[src/core/fcs_pkg.sv]
// Constants, types and register map of the flash capacitor charge sequencer
package fcs_pkg;

  // Clock and timing
  localparam int CLK_PERIOD_NS = 10;
  localparam longint CLK_HZ = 100_000_000;
  localparam longint TIMEOUT_MS = 20000;
  localparam longint TIMEOUT_CYC = TIMEOUT_MS * (CLK_HZ / 1000);
  localparam int OFF_TIME_NS = 500;
  localparam int OFF_CYC = (OFF_TIME_NS + CLK_PERIOD_NS - 1) / CLK_PERIOD_NS;
  localparam int PROG_TIME_US = 100;
  localparam int PROG_CYC = (PROG_TIME_US * 1000) / CLK_PERIOD_NS;
  localparam int EOC_HITS = 8;

  // APB register map
  localparam int ADDR_W = 8;
  localparam logic [ADDR_W-1:0] ADDR_CTRL = 8'h00;
  localparam logic [ADDR_W-1:0] ADDR_STATUS = 8'h04;
  localparam logic [ADDR_W-1:0] ADDR_IRQ_STAT = 8'h08;
  localparam logic [ADDR_W-1:0] ADDR_IRQ_MASK = 8'h0c;
  localparam logic [ADDR_W-1:0] ADDR_TRIM_KEY = 8'h10;
  localparam logic [ADDR_W-1:0] ADDR_TRIM_CODE = 8'h14;

  // Control: minimum switch-off time in cycles
  localparam int OFF_W = 8;
  localparam logic [OFF_W-1:0] CTRL_RST = OFF_W'(OFF_CYC);

  // Interrupt status and mask layout
  localparam int IRQ_W = 3;
  localparam int IRQ_DONE = 0;
  localparam int IRQ_TIMEOUT = 1;
  localparam int IRQ_PROG = 2;
  localparam logic [IRQ_W-1:0] IRQ_RST = 3'h0;

  // Trim code register fields
  localparam int CODE_W = 8;
  localparam int TRIM_GO_BIT = 8;
  localparam int TRIM_FUSE_BIT = 9;

  // Unlock keys, values arbitrary
  localparam logic [31:0] KEY_A = 32'h0000_5a5a;
  localparam logic [31:0] KEY_B = 32'h0000_a5a5;

  // Status register fields
  localparam int ST_STATE_LSB = 0;
  localparam int ST_HITS_LSB = 4;
  localparam int ST_PUMP_BIT = 8;
  localparam int ST_GATE_BIT = 9;
  localparam int ST_UNLOCK_BIT = 10;
  localparam int ST_FUSE_BIT = 11;
  localparam int ST_BUSY_BIT = 12;
  localparam int ST_FILL_BIT = 13;

  typedef enum logic [1:0] {
    FCS_IDLE = 2'b00,
    FCS_ON = 2'b01,
    FCS_OFF = 2'b10,
    FCS_DONE = 2'b11
  } fcs_state_t;

  typedef struct packed {
    logic fill_req;
    logic cur_limit;
    logic eoc_hit;
    logic pump_good;
    logic lock_blown;
  } fcs_pins_t;

  localparam int PIN_W = $bits(fcs_pins_t);

endpackage

[src/core/fcs_sync.sv]
// Two-stage synchroniser for the asynchronous pin inputs
`timescale 1ns/10ps
module fcs_sync #(
  parameter int W = 1
) (
  input wire logic mclk,
  input wire logic srst,
  input wire logic [W-1:0] d,
  output logic [W-1:0] q
);

  logic [W-1:0] meta;

  always_ff @(posedge mclk) begin
    if (srst) begin
      meta <= '0;
      q <= '0;
    end else begin
      meta <= d;
      q <= meta;
    end
  end

endmodule

[src/core/fcs_top.sv]
// Flash capacitor charge sequencer: switch cycling, completion, pump timer, trim access
//
// Our own choices: the placing of the registers and the APB register port.
`timescale 1ns/10ps

// Summary of operation
// - A high level on the fill request starts the switching cycles.
// - Each cycle turns the switch on until the current limit trips, then turns it off.
// - The end-of-charge comparator is looked at only while the switch is off.
// - Fill complete goes low only after end of charge was seen in eight cycles.
// - Dropping the fill request releases fill complete high and ends the operation.
// - Trim programming is refused until the unlock key sequence has been written.
// - Once the lock fuse is blown the unlock sequence is ignored for good.
// - The gate driver is enabled only while the pump runs and its output is good.
// - A rising fill request restarts the pump timer, which stops on reset and expiry.
module fcs_top #(
  parameter int EOC_COUNT = fcs_pkg::EOC_HITS,
  parameter logic [31:0] TIMEOUT_CYCLES = 32'(fcs_pkg::TIMEOUT_CYC),
  parameter logic [15:0] PROG_CYCLES = 16'(fcs_pkg::PROG_CYC)
) (
  input wire logic mclk,
  input wire logic srst,
  input wire logic psel,
  input wire logic penable,
  input wire logic pwrite,
  input wire logic [fcs_pkg::ADDR_W-1:0] paddr,
  input wire logic [31:0] pwdata,
  output logic [31:0] prdata,
  output logic pready,
  output logic pslverr,
  input wire logic fill_req_pin,
  input wire logic cur_limit_pin,
  input wire logic eoc_cmp_pin,
  input wire logic pump_good_pin,
  input wire logic lock_fuse_pin,
  output logic switch_on,
  output logic fill_done_n,
  output logic pump_en,
  output logic gate_drive_en,
  output logic otp_prog,
  output logic [fcs_pkg::CODE_W-1:0] otp_code,
  output logic otp_burn_lock,
  output logic irq
);

  if (EOC_COUNT < 1 || EOC_COUNT > 15) begin : g_bad_count
    $error("EOC_COUNT must lie in 1..15");
  end
  if (TIMEOUT_CYCLES < 32'h0000_0002 || PROG_CYCLES < 16'h0002) begin : g_bad_time
    $error("TIMEOUT_CYCLES and PROG_CYCLES must be at least 2");
  end

  localparam logic [3:0] HIT_LAST = 4'(EOC_COUNT - 1);

  function automatic logic fcs_mapped(input logic [fcs_pkg::ADDR_W-1:0] a);
    fcs_mapped = (a == fcs_pkg::ADDR_CTRL) || (a == fcs_pkg::ADDR_STATUS) ||
                 (a == fcs_pkg::ADDR_IRQ_STAT) || (a == fcs_pkg::ADDR_IRQ_MASK) ||
                 (a == fcs_pkg::ADDR_TRIM_KEY) || (a == fcs_pkg::ADDR_TRIM_CODE);
  endfunction

  //////////////////////////////////////////////////////////////////////////////
  // Pin synchronisers

  fcs_pkg::fcs_pins_t pins_raw;
  fcs_pkg::fcs_pins_t pins;

  assign pins_raw = '{fill_req: fill_req_pin, cur_limit: cur_limit_pin,
                      eoc_hit: eoc_cmp_pin, pump_good: pump_good_pin,
                      lock_blown: lock_fuse_pin};

  fcs_sync #(
    .W(fcs_pkg::PIN_W)
  ) u_sync (
    .mclk(mclk),
    .srst(srst),
    .d(pins_raw),
    .q(pins)
  );

  //////////////////////////////////////////////////////////////////////////////
  // APB slave: no wait state, yet every answer comes from a flop

  logic setup_ph;
  logic wr_acc;
  logic [31:0] rd_val;
  logic [fcs_pkg::OFF_W-1:0] off_time;
  logic [fcs_pkg::IRQ_W-1:0] irq_stat;
  logic [fcs_pkg::IRQ_W-1:0] irq_mask;
  logic [fcs_pkg::IRQ_W-1:0] next_irq_stat;
  logic [fcs_pkg::IRQ_W-1:0] irq_set;
  logic [31:0] status_word;
  fcs_pkg::fcs_state_t state;
  fcs_pkg::fcs_state_t next_state;
  logic [3:0] hits;
  logic timer_run;
  logic unlocked;
  logic prog_busy;

  assign setup_ph = psel && !penable;
  assign wr_acc = psel && penable && pready && pwrite;

  always_comb begin
    status_word = 32'h0000_0000;
    status_word[fcs_pkg::ST_STATE_LSB +: 2] = state;
    status_word[fcs_pkg::ST_HITS_LSB +: 4] = hits;
    status_word[fcs_pkg::ST_PUMP_BIT] = timer_run;
    status_word[fcs_pkg::ST_GATE_BIT] = gate_drive_en;
    status_word[fcs_pkg::ST_UNLOCK_BIT] = unlocked;
    status_word[fcs_pkg::ST_FUSE_BIT] = pins.lock_blown;
    status_word[fcs_pkg::ST_BUSY_BIT] = prog_busy;
    status_word[fcs_pkg::ST_FILL_BIT] = pins.fill_req;
  end

  always_comb begin
    rd_val = 32'h0000_0000;
    unique case (paddr)
      fcs_pkg::ADDR_CTRL: rd_val[fcs_pkg::OFF_W-1:0] = off_time;
      fcs_pkg::ADDR_STATUS: rd_val = status_word;
      fcs_pkg::ADDR_IRQ_STAT: rd_val[fcs_pkg::IRQ_W-1:0] = irq_stat;
      fcs_pkg::ADDR_IRQ_MASK: rd_val[fcs_pkg::IRQ_W-1:0] = irq_mask;
      fcs_pkg::ADDR_TRIM_CODE: rd_val[fcs_pkg::CODE_W-1:0] = otp_code;
      default: rd_val = 32'h0000_0000;
    endcase
  end

  always_ff @(posedge mclk) begin
    if (srst) begin
      pready <= 1'b0;
      pslverr <= 1'b0;
      prdata <= 32'h0000_0000;
    end else begin
      pready <= setup_ph;
      pslverr <= setup_ph && !fcs_mapped(paddr);
      prdata <= (setup_ph && !pwrite) ? rd_val : 32'h0000_0000;
    end
  end

  always_ff @(posedge mclk) begin
    if (srst) begin
      off_time <= fcs_pkg::CTRL_RST;
      irq_mask <= fcs_pkg::IRQ_RST;
    end else if (wr_acc) begin
      if (paddr == fcs_pkg::ADDR_CTRL) begin
        off_time <= pwdata[fcs_pkg::OFF_W-1:0];
      end
      if (paddr == fcs_pkg::ADDR_IRQ_MASK) begin
        irq_mask <= pwdata[fcs_pkg::IRQ_W-1:0];
      end
    end
  end

  //////////////////////////////////////////////////////////////////////////////
  // Switch cycle sequencer

  logic [fcs_pkg::OFF_W-1:0] off_cnt;
  logic eoc_seen;
  logic off_end;
  logic hit_now;

  // Off phase lasts at least one cycle even when the control field is zero
  assign off_end = ({1'b0, off_cnt} + 9'h001) >= {1'b0, off_time};
  assign hit_now = eoc_seen || pins.eoc_hit;

  always_comb begin
    next_state = state;
    unique case (state)
      fcs_pkg::FCS_IDLE: begin
        if (pins.fill_req) begin
          next_state = fcs_pkg::FCS_ON;
        end
      end
      fcs_pkg::FCS_ON: begin
        if (!pins.fill_req) begin
          next_state = fcs_pkg::FCS_IDLE;
        end else if (pins.cur_limit) begin
          next_state = fcs_pkg::FCS_OFF;
        end
      end
      fcs_pkg::FCS_OFF: begin
        if (!pins.fill_req) begin
          next_state = fcs_pkg::FCS_IDLE;
        end else if (off_end) begin
          next_state = (hit_now && hits == HIT_LAST) ? fcs_pkg::FCS_DONE : fcs_pkg::FCS_ON;
        end
      end
      fcs_pkg::FCS_DONE: begin
        if (!pins.fill_req) begin
          next_state = fcs_pkg::FCS_IDLE;
        end
      end
    endcase
  end

  always_ff @(posedge mclk) begin
    if (srst) begin
      state <= fcs_pkg::FCS_IDLE;
    end else begin
      state <= next_state;
    end
  end

  // Limit is seen two cycles late through the synchroniser; peak current overshoots a little
  always_ff @(posedge mclk) begin
    if (srst) begin
      switch_on <= 1'b0;
      fill_done_n <= 1'b1;
    end else begin
      switch_on <= (next_state == fcs_pkg::FCS_ON);
      fill_done_n <= (next_state != fcs_pkg::FCS_DONE);
    end
  end

  always_ff @(posedge mclk) begin
    if (srst) begin
      off_cnt <= '0;
      eoc_seen <= 1'b0;
    end else if (state == fcs_pkg::FCS_OFF) begin
      off_cnt <= off_cnt + 8'h01;
      if (pins.eoc_hit) begin
        eoc_seen <= 1'b1;
      end
    end else begin
      off_cnt <= '0;
      eoc_seen <= 1'b0;
    end
  end

  // Detections count over the whole operation, not only consecutive cycles
  always_ff @(posedge mclk) begin
    if (srst) begin
      hits <= 4'h0;
    end else if (state == fcs_pkg::FCS_IDLE) begin
      hits <= 4'h0;
    end else if (state == fcs_pkg::FCS_OFF && off_end && hit_now && hits != HIT_LAST) begin
      hits <= hits + 4'h1;
    end
  end

  //////////////////////////////////////////////////////////////////////////////
  // Charge pump timeout and gate driver enable

  logic fill_prev;
  logic fill_rise;
  logic [31:0] timer_cnt;
  logic timer_expire;

  assign fill_rise = pins.fill_req && !fill_prev;
  assign timer_expire = timer_run && !fill_rise && (timer_cnt == TIMEOUT_CYCLES - 32'h0000_0001);

  always_ff @(posedge mclk) begin
    if (srst) begin
      fill_prev <= 1'b0;
    end else begin
      fill_prev <= pins.fill_req;
    end
  end

  always_ff @(posedge mclk) begin
    if (srst) begin
      timer_run <= 1'b0;
      timer_cnt <= 32'h0000_0000;
    end else if (fill_rise) begin
      timer_run <= 1'b1;
      timer_cnt <= 32'h0000_0000;
    end else if (timer_expire) begin
      timer_run <= 1'b0;
    end else if (timer_run) begin
      timer_cnt <= timer_cnt + 32'h0000_0001;
    end
  end

  always_ff @(posedge mclk) begin
    if (srst) begin
      pump_en <= 1'b0;
      gate_drive_en <= 1'b0;
    end else begin
      pump_en <= timer_run;
      // Needs the pump on for a cycle already, so a stale good level after a restart is ignored
      gate_drive_en <= pump_en && timer_run && pins.pump_good;
    end
  end

  //////////////////////////////////////////////////////////////////////////////
  // Trim access: key sequence, code programming, lock fuse

  logic key_stage;
  logic key_wr;
  logic code_wr;
  logic [15:0] prog_cnt;
  logic prog_end;

  assign key_wr = wr_acc && paddr == fcs_pkg::ADDR_TRIM_KEY;
  assign code_wr = wr_acc && paddr == fcs_pkg::ADDR_TRIM_CODE && unlocked && !prog_busy;
  assign prog_end = prog_busy && prog_cnt == PROG_CYCLES - 16'h0001;

  // Wrong key anywhere in the sequence relocks, so a stray write cannot leave it open
  always_ff @(posedge mclk) begin
    if (srst) begin
      key_stage <= 1'b0;
      unlocked <= 1'b0;
    end else if (pins.lock_blown) begin
      key_stage <= 1'b0;
      unlocked <= 1'b0;
    end else if (key_wr) begin
      key_stage <= (pwdata == fcs_pkg::KEY_A);
      unlocked <= key_stage && (pwdata == fcs_pkg::KEY_B);
    end else if (prog_end && otp_burn_lock) begin
      unlocked <= 1'b0;
    end
  end

  always_ff @(posedge mclk) begin
    if (srst) begin
      otp_code <= '0;
      otp_prog <= 1'b0;
      otp_burn_lock <= 1'b0;
      prog_busy <= 1'b0;
      prog_cnt <= 16'h0000;
    end else if (code_wr) begin
      otp_code <= pwdata[fcs_pkg::CODE_W-1:0];
      otp_prog <= pwdata[fcs_pkg::TRIM_GO_BIT];
      otp_burn_lock <= pwdata[fcs_pkg::TRIM_FUSE_BIT];
      prog_busy <= pwdata[fcs_pkg::TRIM_GO_BIT] || pwdata[fcs_pkg::TRIM_FUSE_BIT];
      prog_cnt <= 16'h0000;
    end else if (prog_end) begin
      otp_prog <= 1'b0;
      otp_burn_lock <= 1'b0;
      prog_busy <= 1'b0;
    end else if (prog_busy) begin
      prog_cnt <= prog_cnt + 16'h0001;
    end
  end

  //////////////////////////////////////////////////////////////////////////////
  // Interrupts: sticky status, write one to clear, set wins

  logic [fcs_pkg::IRQ_W-1:0] irq_clr;

  always_comb begin
    irq_set = '0;
    irq_set[fcs_pkg::IRQ_DONE] = (next_state == fcs_pkg::FCS_DONE) && (state != fcs_pkg::FCS_DONE);
    irq_set[fcs_pkg::IRQ_TIMEOUT] = timer_expire;
    irq_set[fcs_pkg::IRQ_PROG] = prog_end;
    irq_clr = (wr_acc && paddr == fcs_pkg::ADDR_IRQ_STAT) ? pwdata[fcs_pkg::IRQ_W-1:0] : '0;
    next_irq_stat = (irq_stat & ~irq_clr) | irq_set;
  end

  always_ff @(posedge mclk) begin
    if (srst) begin
      irq_stat <= fcs_pkg::IRQ_RST;
      irq <= 1'b0;
    end else begin
      irq_stat <= next_irq_stat;
      irq <= |(next_irq_stat & irq_mask);
    end
  end

endmodule

[config.mk]
export PLATFORM = sky130hd
export DESIGN_NAME = fcs_top
export DESIGN_NICKNAME = d
export VERILOG_FILES = /design/src/core/fcs_pkg.sv /design/src/core/fcs_sync.sv /design/src/core/fcs_top.sv
export SDC_FILE = /design/constraint.sdc
export NUM_CORES = 1
export LEC_CHECK = 0
export BUFFER_PORTS_ARGS = -buffer_cell sky130_fd_sc_hd__buf_2
export CORE_ASPECT_RATIO = 1.4
export CORE_MARGIN = 1.5
export CORE_UTILIZATION = 35
export CTS_CLUSTER_SIZE = 40
export DETAILED_ROUTE_END_ITERATION = 16
export SLEW_MARGIN = 20
export SYNTH_ARGS = -nofsm -noshare
export SYNTH_HDL_FRONTEND = slang
export SYNTH_SLANG_ARGS = --single-unit
[constraint.sdc]
create_clock -name mclk -period 3.8 [get_ports mclk]
set_input_delay 0.38 -clock mclk [delete_from_list [all_inputs] [get_ports mclk]]
set_output_delay 0.38 -clock mclk [all_outputs]
set_load 0.01 [all_outputs]
## Yosys cells after proc, flatten, opt, wreduce, memory -nomap -nowiden

Cells that the tools add are included.

| storage, ports and cells | value |
|---|---|
| register bits after elaboration | 141 |
| bits of input ports | 50 |
| output and inout bits | 49 |
| logic and storage cells | 134 |

| cells by class | value |
|---|---|
| add/subtract/negate cells | 5 |
| order comparisons | 1 |
| equality and inequality tests | 18 |
| mux-type cells | 19 |
| bitwise operators | 9 |
| reductions and logical operators | 54 |

Operators with widths:

| kind | number |
|---|---|
| $add 32x1->32 const B | 1 |
| $eq 32x15->1 const B | 1 |
| $eq 32x16->1 const B | 1 |
| $eq 32x31->1 const B | 1 |
| $logic_and 1x1->1 | 24 |
| $add 16x1->16 const B | 1 |
| $eq 16x14->1 const B | 1 |
| $eq 8x4->1 const B | 2 |
| $eq 8x5->1 const B | 2 |
| $pmux 3 s5 | 1 |
| $pmux 5 s3 | 1 |
| $mux 2 | 7 |
| $reduce_or 2->1 | 6 |
| $add 8x1->9 const B | 1 |
| $ge 9x8->1 | 1 |
| $add 8x1->8 const B | 1 |
| $eq 8x3->1 const B | 1 |
| $logic_not 8->1 | 1 |
| $mux 1 | 8 |
| $pmux 2 s4 | 1 |
| $reduce_and 2->1 | 4 |
| $logic_or 1x1->1 | 7 |
| $and 3x3->3 | 2 |
| $eq 2x2->1 const B | 3 |
| other kinds (13) | 27 |

## Longest topological paths before layout

Gate-level depths: netlist (run 1).

| depth | value |
|---|---|
| depth in word-level cells | 11 |
| depth in mapped cells | 10 |
| depth with buffers taken out | 10 |

## Modules after synthesis

From an unflattened synthesis (run 1), not the netlist that was laid out.

| second synthesis, totals | value |
|---|---|
| cells, all modules | 658 |
| area total of the unflattened synthesis | 5,624.1 µm² |

Modules (own cells, without submodules):

| module | times used | cells an instance | area an instance (µm²) | seq. area each (µm²) |
|---|---|---|---|---|
| fcs_top | 1 | 638 | 5,361.4 | 2,262.2 |
| fcs_sync | 1 | 20 | 262.8 | 200.2 |

## Worst setup path after synthesis (run 1)

OpenSTA, ideal clock, no wires.

| timing | value |
|---|---|
| path type | register to register |
| from | register off_cnt[2] in the netlist's numbering |
| to | register hits[1] |
| library setup time | 133 ps |
| data arrival time | 2,277 ps |
| data required time | 3,667 ps |
| path slack | 1,391 ps |
| cell stages (with the launch flop) | 10 |
| buffers on the path | 0 |
| clock period less this slack | 2,409 ps |
| path through | dfxtp_1 -> and4_1 -> nand4_1 -> xnor2_1 -> ha_1 -> nand2_1 -> or4_1 -> a21oi_1 -> mux2i_1 -> nor2_1 |

| on the way | value |
|---|---|
| cells in the longest elaborated chain, start to end | 5 |

Ends and longest elaborated chain:

| element | RTL line | RTL |
|---|---|---|
| start, declared | fcs_top.sv:155 | `logic [fcs_pkg::OFF_W-1:0] off_cnt;` |
| start signal, assigned | fcs_top.sv:218 | `off_cnt <= off_cnt + 8'h01;` |
| $add 8x1->9 | fcs_top.sv:161 | `assign off_end = ({1'b0, off_cnt} + 9'h001) >= {1'b0, off_time};` |
| $ge 9x8->1 | fcs_top.sv:161 |  |
| $logic_and 1x1->1 (3 in series) | fcs_top.sv:234 | `end else if (state == fcs_pkg::FCS_OFF && off_end && hit_now && hits != HIT_LAST) begin` |
| end signal, assigned | fcs_top.sv:235 | `hits <= hits + 4'h1;` |
| end, declared | fcs_top.sv:94 | `logic [3:0] hits;` |

Every way passes these cells.
A chain may end at the register's enable or synchronous reset.

## Worst setup path after layout (run 1)

Ends and elaborated chain as after synthesis.

==> results of run 1 <==
[cells by family after synthesis]
logic type | synth area share, %
simple gates | 30.9
flops | 44.4
compound gates | 7.42
buf+inv | 4.87
xor+xnor | 6.95
mux | 2.75
fa+ha+maj | 2.71
other cells | 0.0676
[registers in the layout (all words and copies together) (netlist names), 2 cells and up]
name / cells
irq_stat: 3
off_time: 8
u_sync.q: 5
hits: 4
prdata: 14
irq_mask: 3
off_cnt: 8
prog_cnt: 16
u_sync.meta: 5
state: 2
timer_cnt: 32
otp_code: 8
[final timing paths]
kind                                     start  cells past startpoint             end
worst max-delay path                off_cnt[2]                      9         hits[1]
worst min-delay path              fill_req_pin                      2  u_sync.meta[4]
worst max register to register      off_cnt[2]                      9         hits[1]
worst min register to register  u_sync.meta[3]                      1     u_sync.q[3]
[synthesized netlist by cell type, drive strengths merged, types with 2 or more instances]
cell type,instances
a211oi,2
a21oi,40
a22oi,2
a31o,3
and2,11
and3,14
and4,6
and4b,3
buf,26
clkbuf,11
dfxtp,123
ha,12
inv,16
mux2,2
mux2i,13
nand2,73
nand2b,4
nand3,43
nand3b,3
nand4,22
nand4b,2
nor2,81
nor2b,19
nor3,16
nor4,10
nor4b,3
nor4bb,4
o21a,2
o21ai,12
o22ai,4
or2,4
or3,6
or4,5
xnor2,24
xor2,20
[stage by stage]
stage / util (%) / power [mW] / instance area [µm²] / hold slack [ps] / setup slack, ps
after floorplan: - / 1.39 / 5610 / 414 / 1390
after global routing: 43.4 / 3.31 / 6740 / 180 / 939
after detailed placement: 39.1 / 1.43 / 6070 / 427 / 1150
after global placement: 39.1 / 1.43 / 6070 / 427 / 1200
final: 43.4 / 3.21 / 6740 / 164 / 1150
after CTS: 43.4 / 3.24 / 6740 / 155 / 1130
[power by group through the flow]
| stage | combinational (mW) | clock [mW] | sequential, mW |
|---|---|---|---|
| finish | 0.0973 | 1.81 | 1.30 |
| global route | 0.108 | 1.89 | 1.31 |
| CTS | 0.0983 | 1.84 | 1.30 |
| global placement | 0.0980 | 0 | 1.33 |
| floorplan | 0.0647 | 0 | 1.33 |
| detailed placement | 0.0979 | 0 | 1.33 |
[metal layers]
metal	vias up	part of all wire (%)	track usage, %
met5	-	0.096	0
met4	2	2.4	6.93
met3	27	3.8	4.85
met2	96	52	30.0
met1	2199	42	19.7
li1	2387	-	-
[final cells by class]
cell class | count | area [µm²] | share of cell area (%)
tap | 196 | 245 | 3.64
clock inverter | 11 | 189 | 2.80
timing repair buffer | 83 | 423 | 6.28
inverter | 16 | 60.1 | 0.891
sequential | 123 | 2460 | 36.5
clock buffer | 21 | 480 | 7.13
multi-input combinational | 491 | 2880 | 42.7
[worst max-delay path, cell delays in order (launching register included)]
cell	delay, ps
sky130_fd_sc_hd__dfxtp_1	390
sky130_fd_sc_hd__and4_1	250
sky130_fd_sc_hd__nand4_1	130
sky130_fd_sc_hd__xnor2_1	160
sky130_fd_sc_hd__ha_1	300
sky130_fd_sc_hd__nand2_1	70
sky130_fd_sc_hd__or4_1	570
sky130_fd_sc_hd__a21oi_1	360
sky130_fd_sc_hd__mux2i_1	230
sky130_fd_sc_hd__nor2_1	50
[cell usage in the layout, fill, tap and decap left out, drive strengths merged, types with 3 or more instances in the layout]
cell	n
or4	5
o21ai	12
xor2	20
a31o	3
nor3	16
and4	6
o22ai	4
nand3	43
nand2b	4
clkbuf	21
or2	4
or3	6
nor2b	19
and2	11
and4b	3
buf	83
bufinv	5
nor2	81
clkinv	4
nand4	22
nor4	10
ha	12
inv	16
nand3b	3
nor4bb	4
and3	14
a21oi	40
nand2	73
nor4b	3
conb	18
dfxtp	123
mux2i	13
xnor2	24
==> results.cfg, run 1 <==
[global_route]
grt_usage_pct = 17.4
grt_pass1_wl_um = 22600
via_count_of_the_first_global_routing_pass = 4643
antenna_found_initial = 1
grt_overflow = 0
maximum_number_of_pins_on_one_net_before_global_route_repair = 39

[power]
comb_power_share_pct = 3.0
total_leakage_power_nw = 2.68
share_seq_of_total_power_pct = 40.7
internal-power_mw = 2.56
power_switching_share_pct = 20.1
power.clock.fraction_pct = 56.3
worst_vdd_ir_mv = 0.300
switchingPower_mw = 0.646
power-per-cell-area_nw_per_um2 = 476

[sta]
final-hold-violation-count = 0
period_minus_slack_ps = 2650
report.final.setup_viol = 0
rsz0062_at_grt = no
slew-limit-headroom_pct = 51.3
finalMaxSlewViolations = 0
finalSetupTns_ps = 0
fmaxAchievable_mhz = 378
worst_pin_slew_ps = 725
skew_ps = 5.22
fin_crit_sh_pct = 69.7

[synthesis]
synth_instances = 650
post_synth_main_area_contributors = sky130_fd_sc_hd__dfxtp_1 (44%), sky130_fd_sc_hd__nor2_1 (5.3%), sky130_fd_sc_hd__nand2_1 (4.9%)
ys.flop_type = sky130_fd_sc_hd__dfxtp_1
post_synth_instance_area_um2 = 5550
synthArstFlopShare_pct = 0
synth-edff-count = 0
synth.ff_latch_count = 123
yosysTopAreaCellShare_pct = 44.4
synth_top_cell_by_area = sky130_fd_sc_hd__dfxtp_1
yosysUniqueCellTypes = 56
synth.yosys.seq_area_share_pct = 44.4
avgSynthCellArea_um2 = 8.54
synth.yosys.warnings = 0

[clocking]
clk_path_buf_depth = 2
clockRootBuffer = sky130_fd_sc_hd__clkbuf_16
cts.reportedPaths.clkPinSlew_ps = 60
clock_tree_from_tritoncts = built
worst_skew_pair.late_latency_ps = 420
cts_made_buffers = 17
cts_resized = 0
cts-htree-levels = 4
number_of_buffers_added_for_setup_after_cts = 0
cts_hold_repair.buffers = 0
cts_sinks = 123

[die]
design.die.area_um2 = 16600
floorplan.die.width_um = 109
fp.coreArea_um2 = 15500
boundaryPins = 99
rows = 54
die_h_um = 152
floorplan.initialDensity_pct = 35.7

[drt]
route.detailed.vias_per_inst = 5.01
detailedRoute.firstPassIterationCount = 5
drc = 0
drtIter0Drc = 230
routed-via-count = 4711
post_route_ant_nets = 0
postRouteWirelength_um = 13600
avgRoutedWirePerCell_um = 14.4

[placed_design]
placed_cells = 909
buffer_ports.inserted = 80
globalplace.congestion = 0.784
detailedPlacementHpwl_um = 9990

[critical_path]
arrival_ps = 2940
path_class = reg -> reg
startpoint_type = flip-flop
reg2reg_slack_ps = 1150
worst_ep_required_time_ps = 4090
endpoint_kind = flip-flop
path_max_fanout = 5

[final_layout]
final-instance-count-excl-fill = 941
post_route_cells_drive_above_1_share_pct = 17.6
final_net_count = 794
flow.area_growth_from_synthesis_pct = 21.5
insertedDiodeCount = 0
num-fill-cells = 1578

[min_path]
hold_class = in -> reg

[job]
cap_viol_max_count = 0

[status]
outcome = finished, final reports clean
No activity file was read; power rests on OpenSTA's default activity.
==> run 2: changes to the inputs <==
Clock period 3.8 ns to 2.5 ns, I/O delays scaled along.
==> results.cfg, run 2 (synthesis gave the netlist of run 1 again) <==
[global_route]
antenna_found_initial = 0
grt_usage_pct = 17.3
grt_use_met3_pct = 3.69
grt_pass1_wl_um = 22500
top_usage_layer = met2
via_count_of_the_first_global_routing_pass = 4722
globalRouteMet2Util_pct = 30.2
grt_overflow = 0
maximum_number_of_pins_on_one_net_before_global_route_repair = 38
met1_usage_pct = 19.9

[final_layout]
post_route_cells_drive_above_1_share_pct = 21.9
layout.cells.most_common_list = sky130_fd_sc_hd__dfxtp_1 (117), sky130_fd_sc_hd__buf_2 (80), sky130_fd_sc_hd__nor2_1 (79)
final_net_count = 813
insertedDiodeCount = 0
mostFrequentLayoutCell = sky130_fd_sc_hd__dfxtp_1
largest_register_ffs = 32
flow.area_growth_from_synthesis_pct = 24.7
final-instance-count-excl-fill = 960
largestRegisters = timer_cnt: 32 flops, prog_cnt: 16 flops, prdata: 14 flops
max_flop_register = timer_cnt

[critical_path]
slowest_stage = sky130_fd_sc_hd__or4_4
critical-path-max-stage-delay_ps = 510
path_class = reg -> reg
endpoint_kind = flip-flop
startpoint_type = flip-flop
arrival_ps = 2710
path_max_fanout = 4
reg2reg_slack_ps = 70
cp-startpoint = off_cnt[5]
worst_r2r_endpoint = hits[1]
endpoint = hits[1]
regToRegStartpoint = off_cnt[5]
critical_path.cell_chain = and4_4 > nand4_1 > xnor2_1 > ha_1 > nand2_2 > or4_4 > a21oi_2 > buf_4 > mux2i_1 > nor2_1
worst_ep_required_time_ps = 2780
rr_worst_depth = 10

[power]
worst_vdd_ir_mv = 0.484
overall_power_mw = 4.67
power-per-cell-area_nw_per_um2 = 675
total_leakage_power_nw = 2.75

[job]
cap_viol_max_count = 0

[drt]
postRouteWirelength_um = 13700
avgRoutedWirePerCell_um = 14.2
drtIter0Drc = 280
route.detailed.vias_per_inst = 4.94
post_route_ant_nets = 0
drc = 0
detailedRoute.firstPassIterationCount = 4
routed-via-count = 4744

[sta]
finalSetupTns_ps = 0
fmaxAchievable_mhz = 411
slew-limit-headroom_pct = 64.2
rsz0062_at_grt = yes
period_minus_slack_ps = 2430
fin_crit_sh_pct = 97.3
report.final.setup_viol = 0
worst_pin_slew_ps = 531
final-hold-violation-count = 0
skew_ps = 8.73
finalMaxSlewViolations = 0
hold-worst-slack_ps = 44.7

[die]
design.die.area_um2 = 16600
floorplan.initialDensity_pct = 35.7
rows = 54
floorplan.die.width_um = 109
fp.coreArea_um2 = 15500
die_h_um = 152
boundaryPins = 99

[clocking]
cts_made_buffers = 17
clock_tree_from_tritoncts = built
clk_path_buf_depth = 2
cts-htree-levels = 4
cts_sinks = 123
worst_skew_pair.late_latency_ps = 410
clockRootBuffer = sky130_fd_sc_hd__clkbuf_16
cts.reportedPaths.clkPinSlew_ps = 60

[min_path]
timing.hold.worst_path_depth = 2
hold_class = in -> reg

[placed_design]
buffer_ports.inserted = 80
globalplace.congestion = 0.825
placed_cells = 927
detailedPlacementHpwl_um = 10000

[status]
outcome = finished, final reports clean
==> run 2: cell types whose count changed in the layout (fill, tap and decap cells not counted), sizes merged <==
cell	previous run	this run
buf	83	102
bufinv	5	3
clkbuf	21	19
clkinvlp	2	5
inv	16	17
==> run 2: cell type report <==
cell class / instances / area (µm²)
inverters: 16 / 60.1
well taps: 196 / 245
multi-input cells: 491 / 2950
flip-flops and latches: 123 / 2470
repair buffers: 102 / 573
clock buffers: 19 / 453
clock inverters: 13 / 168
fillers: 1576 / 8620
==> run 2: critical path, delay by kind of cell, from the launching register on <==
| kind | cells | cell delay [ps] |
|---|---|---|
| and+or+nand+nor | 5 | 1010 |
| AOI/OAI and AO/OA | 1 | 150 |
| DFF | 1 | 340 |
| buffers and inverters | 1 | 140 |
| xor gates and xnor gates | 1 | 160 |
| adders and majority gates | 1 | 330 |
| muxes | 1 | 170 |
==> run 2: per-layer routing <==
metal / part of all wire (%) / vias up
met3: 3.5 / 21
met2: 52 / 112
met5: 0 / -
li1: - / 2417
met4: 2.2 / 0
met1: 42 / 2194
==> run 2: through the flow <==
step | worst slack, ps | area [µm²] | util, %
global route | -21.8 | 6920 | 44.5
detailed placement | 44.9 | 6200 | 39.9
floorplan | 90.5 | 5610 | -
CTS | 24.5 | 6830 | 43.9
finish | 67.8 | 6920 | 44.5
global placement | 62.5 | 6200 | 39.9
==> run 2: worst min-delay path by stage <==
stage,to,start
6_report,u_sync.meta[0],lock_fuse_pin
5_1_grt,u_sync.meta[4],fill_req_pin
4_1_cts,u_sync.meta[0],lock_fuse_pin
3_5_place_dp,u_sync.q[2],u_sync.meta[2]
3_3_place_gp,u_sync.q[3],u_sync.meta[3]
2_1_floorplan,u_sync.meta[0],lock_fuse_pin
==> run 2: timing repair <==
action                                  in CTS  in global routing
buffers inserted                             0                  1
hold buffers                                 0                  0
gates resized for setup                      0                 21
endpoints found under the setup margin       0                 10
endpoints found under the hold margin        0                  0
==> run 2: report_power, final <==
part           internal [mW]  switching [mW]
Sequential              1.97         0.00672
Clock                   1.62           0.908
Combinational         0.0598          0.0988
==> run 3: changes to the inputs <==
Settings changed: CORE_UTILIZATION 35 to 56, PLACE_DENSITY from default to 0.8, SLEW_MARGIN 20 to 10.
==> results.cfg, run 3 (synthesis gave the netlist of run 1 again) <==
[sta]
report.final.setup_viol = 1
rsz0062_at_grt = yes
slew-limit-headroom_pct = 57.3
final-hold-violation-count = 0
finalMaxSlewViolations = 0
skew_ps = 10.3
worst_pin_slew_ps = 633
finalWorstSetupSlack_ps = -0.546
fin_crit_sh_pct = 100
fmaxAchievable_mhz = 400
period_minus_slack_ps = 2500

[drt]
drc = 0
routed-via-count = 4998
post_route_ant_nets = 0
detailedRoute.firstPassIterationCount = 5
route.detailed.vias_per_inst = 5.60
drtIter0Drc = 267
avgRoutedWirePerCell_um = 15.5
postRouteWirelength_um = 13800

[critical_path]
reg2reg_slack_ps = -0.5
path_max_fanout = 4
critical_path.top_delay_family = simple AND/OR/NAND/NOR gates
critical-path-max-stage-delay_ps = 510
path_buf_inv = 1
critical_path.cell_chain = and4_4 > nand4_1 > xnor2_2 > ha_1 > nand2_1 > or4_4 > a21oi_2 > buf_4 > mux2i_1 > nor2_1
rr_worst_depth = 10
slowest_stage = sky130_fd_sc_hd__or4_4
path_class = reg -> reg
worst_ep_required_time_ps = 2770
cp-startpoint = off_cnt[4]
worst_r2r_endpoint = hits[1]
regToRegStartpoint = off_cnt[4]
arrival_ps = 2770
endpoint_kind = flip-flop
startpoint_type = flip-flop

[die]
boundaryPins = 99
die_h_um = 121
floorplan.die.width_um = 87.1
fp.coreArea_um2 = 9560
floorplan.initialDensity_pct = 58.0
rows = 42
design.die.area_um2 = 10500

[final_layout]
insertedDiodeCount = 0
final-instance-count-excl-fill = 893
flow.area_growth_from_synthesis_pct = 22.6
layout.cells.most_common_list = sky130_fd_sc_hd__dfxtp_1 (117), sky130_fd_sc_hd__buf_2 (80), sky130_fd_sc_hd__nor2_1 (79)
max_flop_register = timer_cnt
largestRegisters = timer_cnt: 32 flops, prog_cnt: 16 flops, prdata: 14 flops
mostFrequentLayoutCell = sky130_fd_sc_hd__dfxtp_1
post_route_cells_drive_above_1_share_pct = 21.3
largest_register_ffs = 32
final_cell_area_um2 = 6800
final_net_count = 810

[status]
outcome = complete, but fails checks
failed_checks = setup timing

[min_path]
timing.hold.worst_path_depth = 2
hold_class = in -> reg
worst_hold_path.endpoint = u_sync.meta[2]
hold_path_startpoint = eoc_cmp_pin

[global_route]
antenna_found_initial = 0
grt_usage_pct = 26.8
grt_overflow = 0
maximum_number_of_pins_on_one_net_before_global_route_repair = 38
via_count_of_the_first_global_routing_pass = 4839
grt_pass1_wl_um = 22000

[placed_design]
buffer_ports.inserted = 80
detailedPlacementHpwl_um = 9400
globalplace.congestion = 0.814
placed_cells = 857
cell_area_reported_after_detailed_placement_um2 = 6080

[clocking]
clockRootBuffer = sky130_fd_sc_hd__clkbuf_16
worst_skew_pair.late_latency_ps = 410
clk_path_buf_depth = 2
cts_hold_repair.buffers = 0
cts.reportedPaths.clkPinSlew_ps = 50
cts_made_buffers = 17
clock_tree_from_tritoncts = built
cts-htree-levels = 4
cts_sinks = 123

[power]
worst_vdd_ir_mv = 0.443
total_leakage_power_nw = 2.75
power-per-cell-area_nw_per_um2 = 690

[job]
cap_viol_max_count = 0
run 3: cell count changes in the layout (fill, tap and decap cells not counted), moves of 2 or more:
cell,delta
sky130_fd_sc_hd__clkinvlp_4,-2
sky130_fd_sc_hd__clkinv_2,+3
sky130_fd_sc_hd__clkbuf_1,+2
sky130_fd_sc_hd__clkinv_4,-2
sky130_fd_sc_hd__buf_4,-2
run 3: area by class of cell:
type | count | area (µm²)
flip-flops and latches | 123 | 2470
inverters | 16 | 60.1
clock inverters | 12 | 171
multi-input cells | 491 | 2940
fillers | 735 | 2760
repair buffers | 99 | 547
clock buffers | 20 | 447
well taps | 132 | 165
run 3: worst max-delay path by stage:
| stage | to | slack [ps] | cells past startpoint |
|---|---|---|---|
| floorplan | hits[1] | 90 | 9 |
| global placement | hits[1] | 30 | 10 |
| detailed placement | hits[1] | -10 | 10 |
| CTS | hits[1] | 10 | 10 |
| global route | hits[1] | -110 | 10 |
| finish | hits[1] | -0.5 | 10 |
run 3: timing repair:
action                     4_1_cts  5_1_grt
pin swaps                        0        8
gates resized for setup          2       17
buffers inserted                 0        4
setup endpoints to repair        1       10
run 3: routing by layer:
layer / vias up / GRT usage [%] / routed length (µm)
li1: 2411 / - / -
met1: 2413 / 29.2 / 5390
met2: 153 / 48.8 / 7630
met3: 21 / 6.62 / 582
met4: 0 / 10.4 / 231
met5: - / 0 / 0
run 3: per-stage QoR:
step / util (%) / power, mW / worst slack [ps] / hold WS, ps / TNS (ps)
after global routing: 71.1 / 4.84 / -106 / 54.1 / -259
after CTS: 70.1 / 4.71 / 10.8 / 45.8 / 0
after detailed placement: 63.6 / 2.18 / -10.1 / 425 / -10.1
after global placement: 63.6 / 2.17 / 26.3 / 422 / 0
after floorplan: - / 2.12 / 90.5 / 378 / 0
final: 71.1 / 4.69 / -0.546 / 55.8 / -0.546
run 3: power breakdown:
part,switching (mW),internal [mW],total (mW)
Combinational,0.0964,0.0577,0.154
Sequential,0.00763,1.97,1.98
Clock,0.872,1.69,2.56
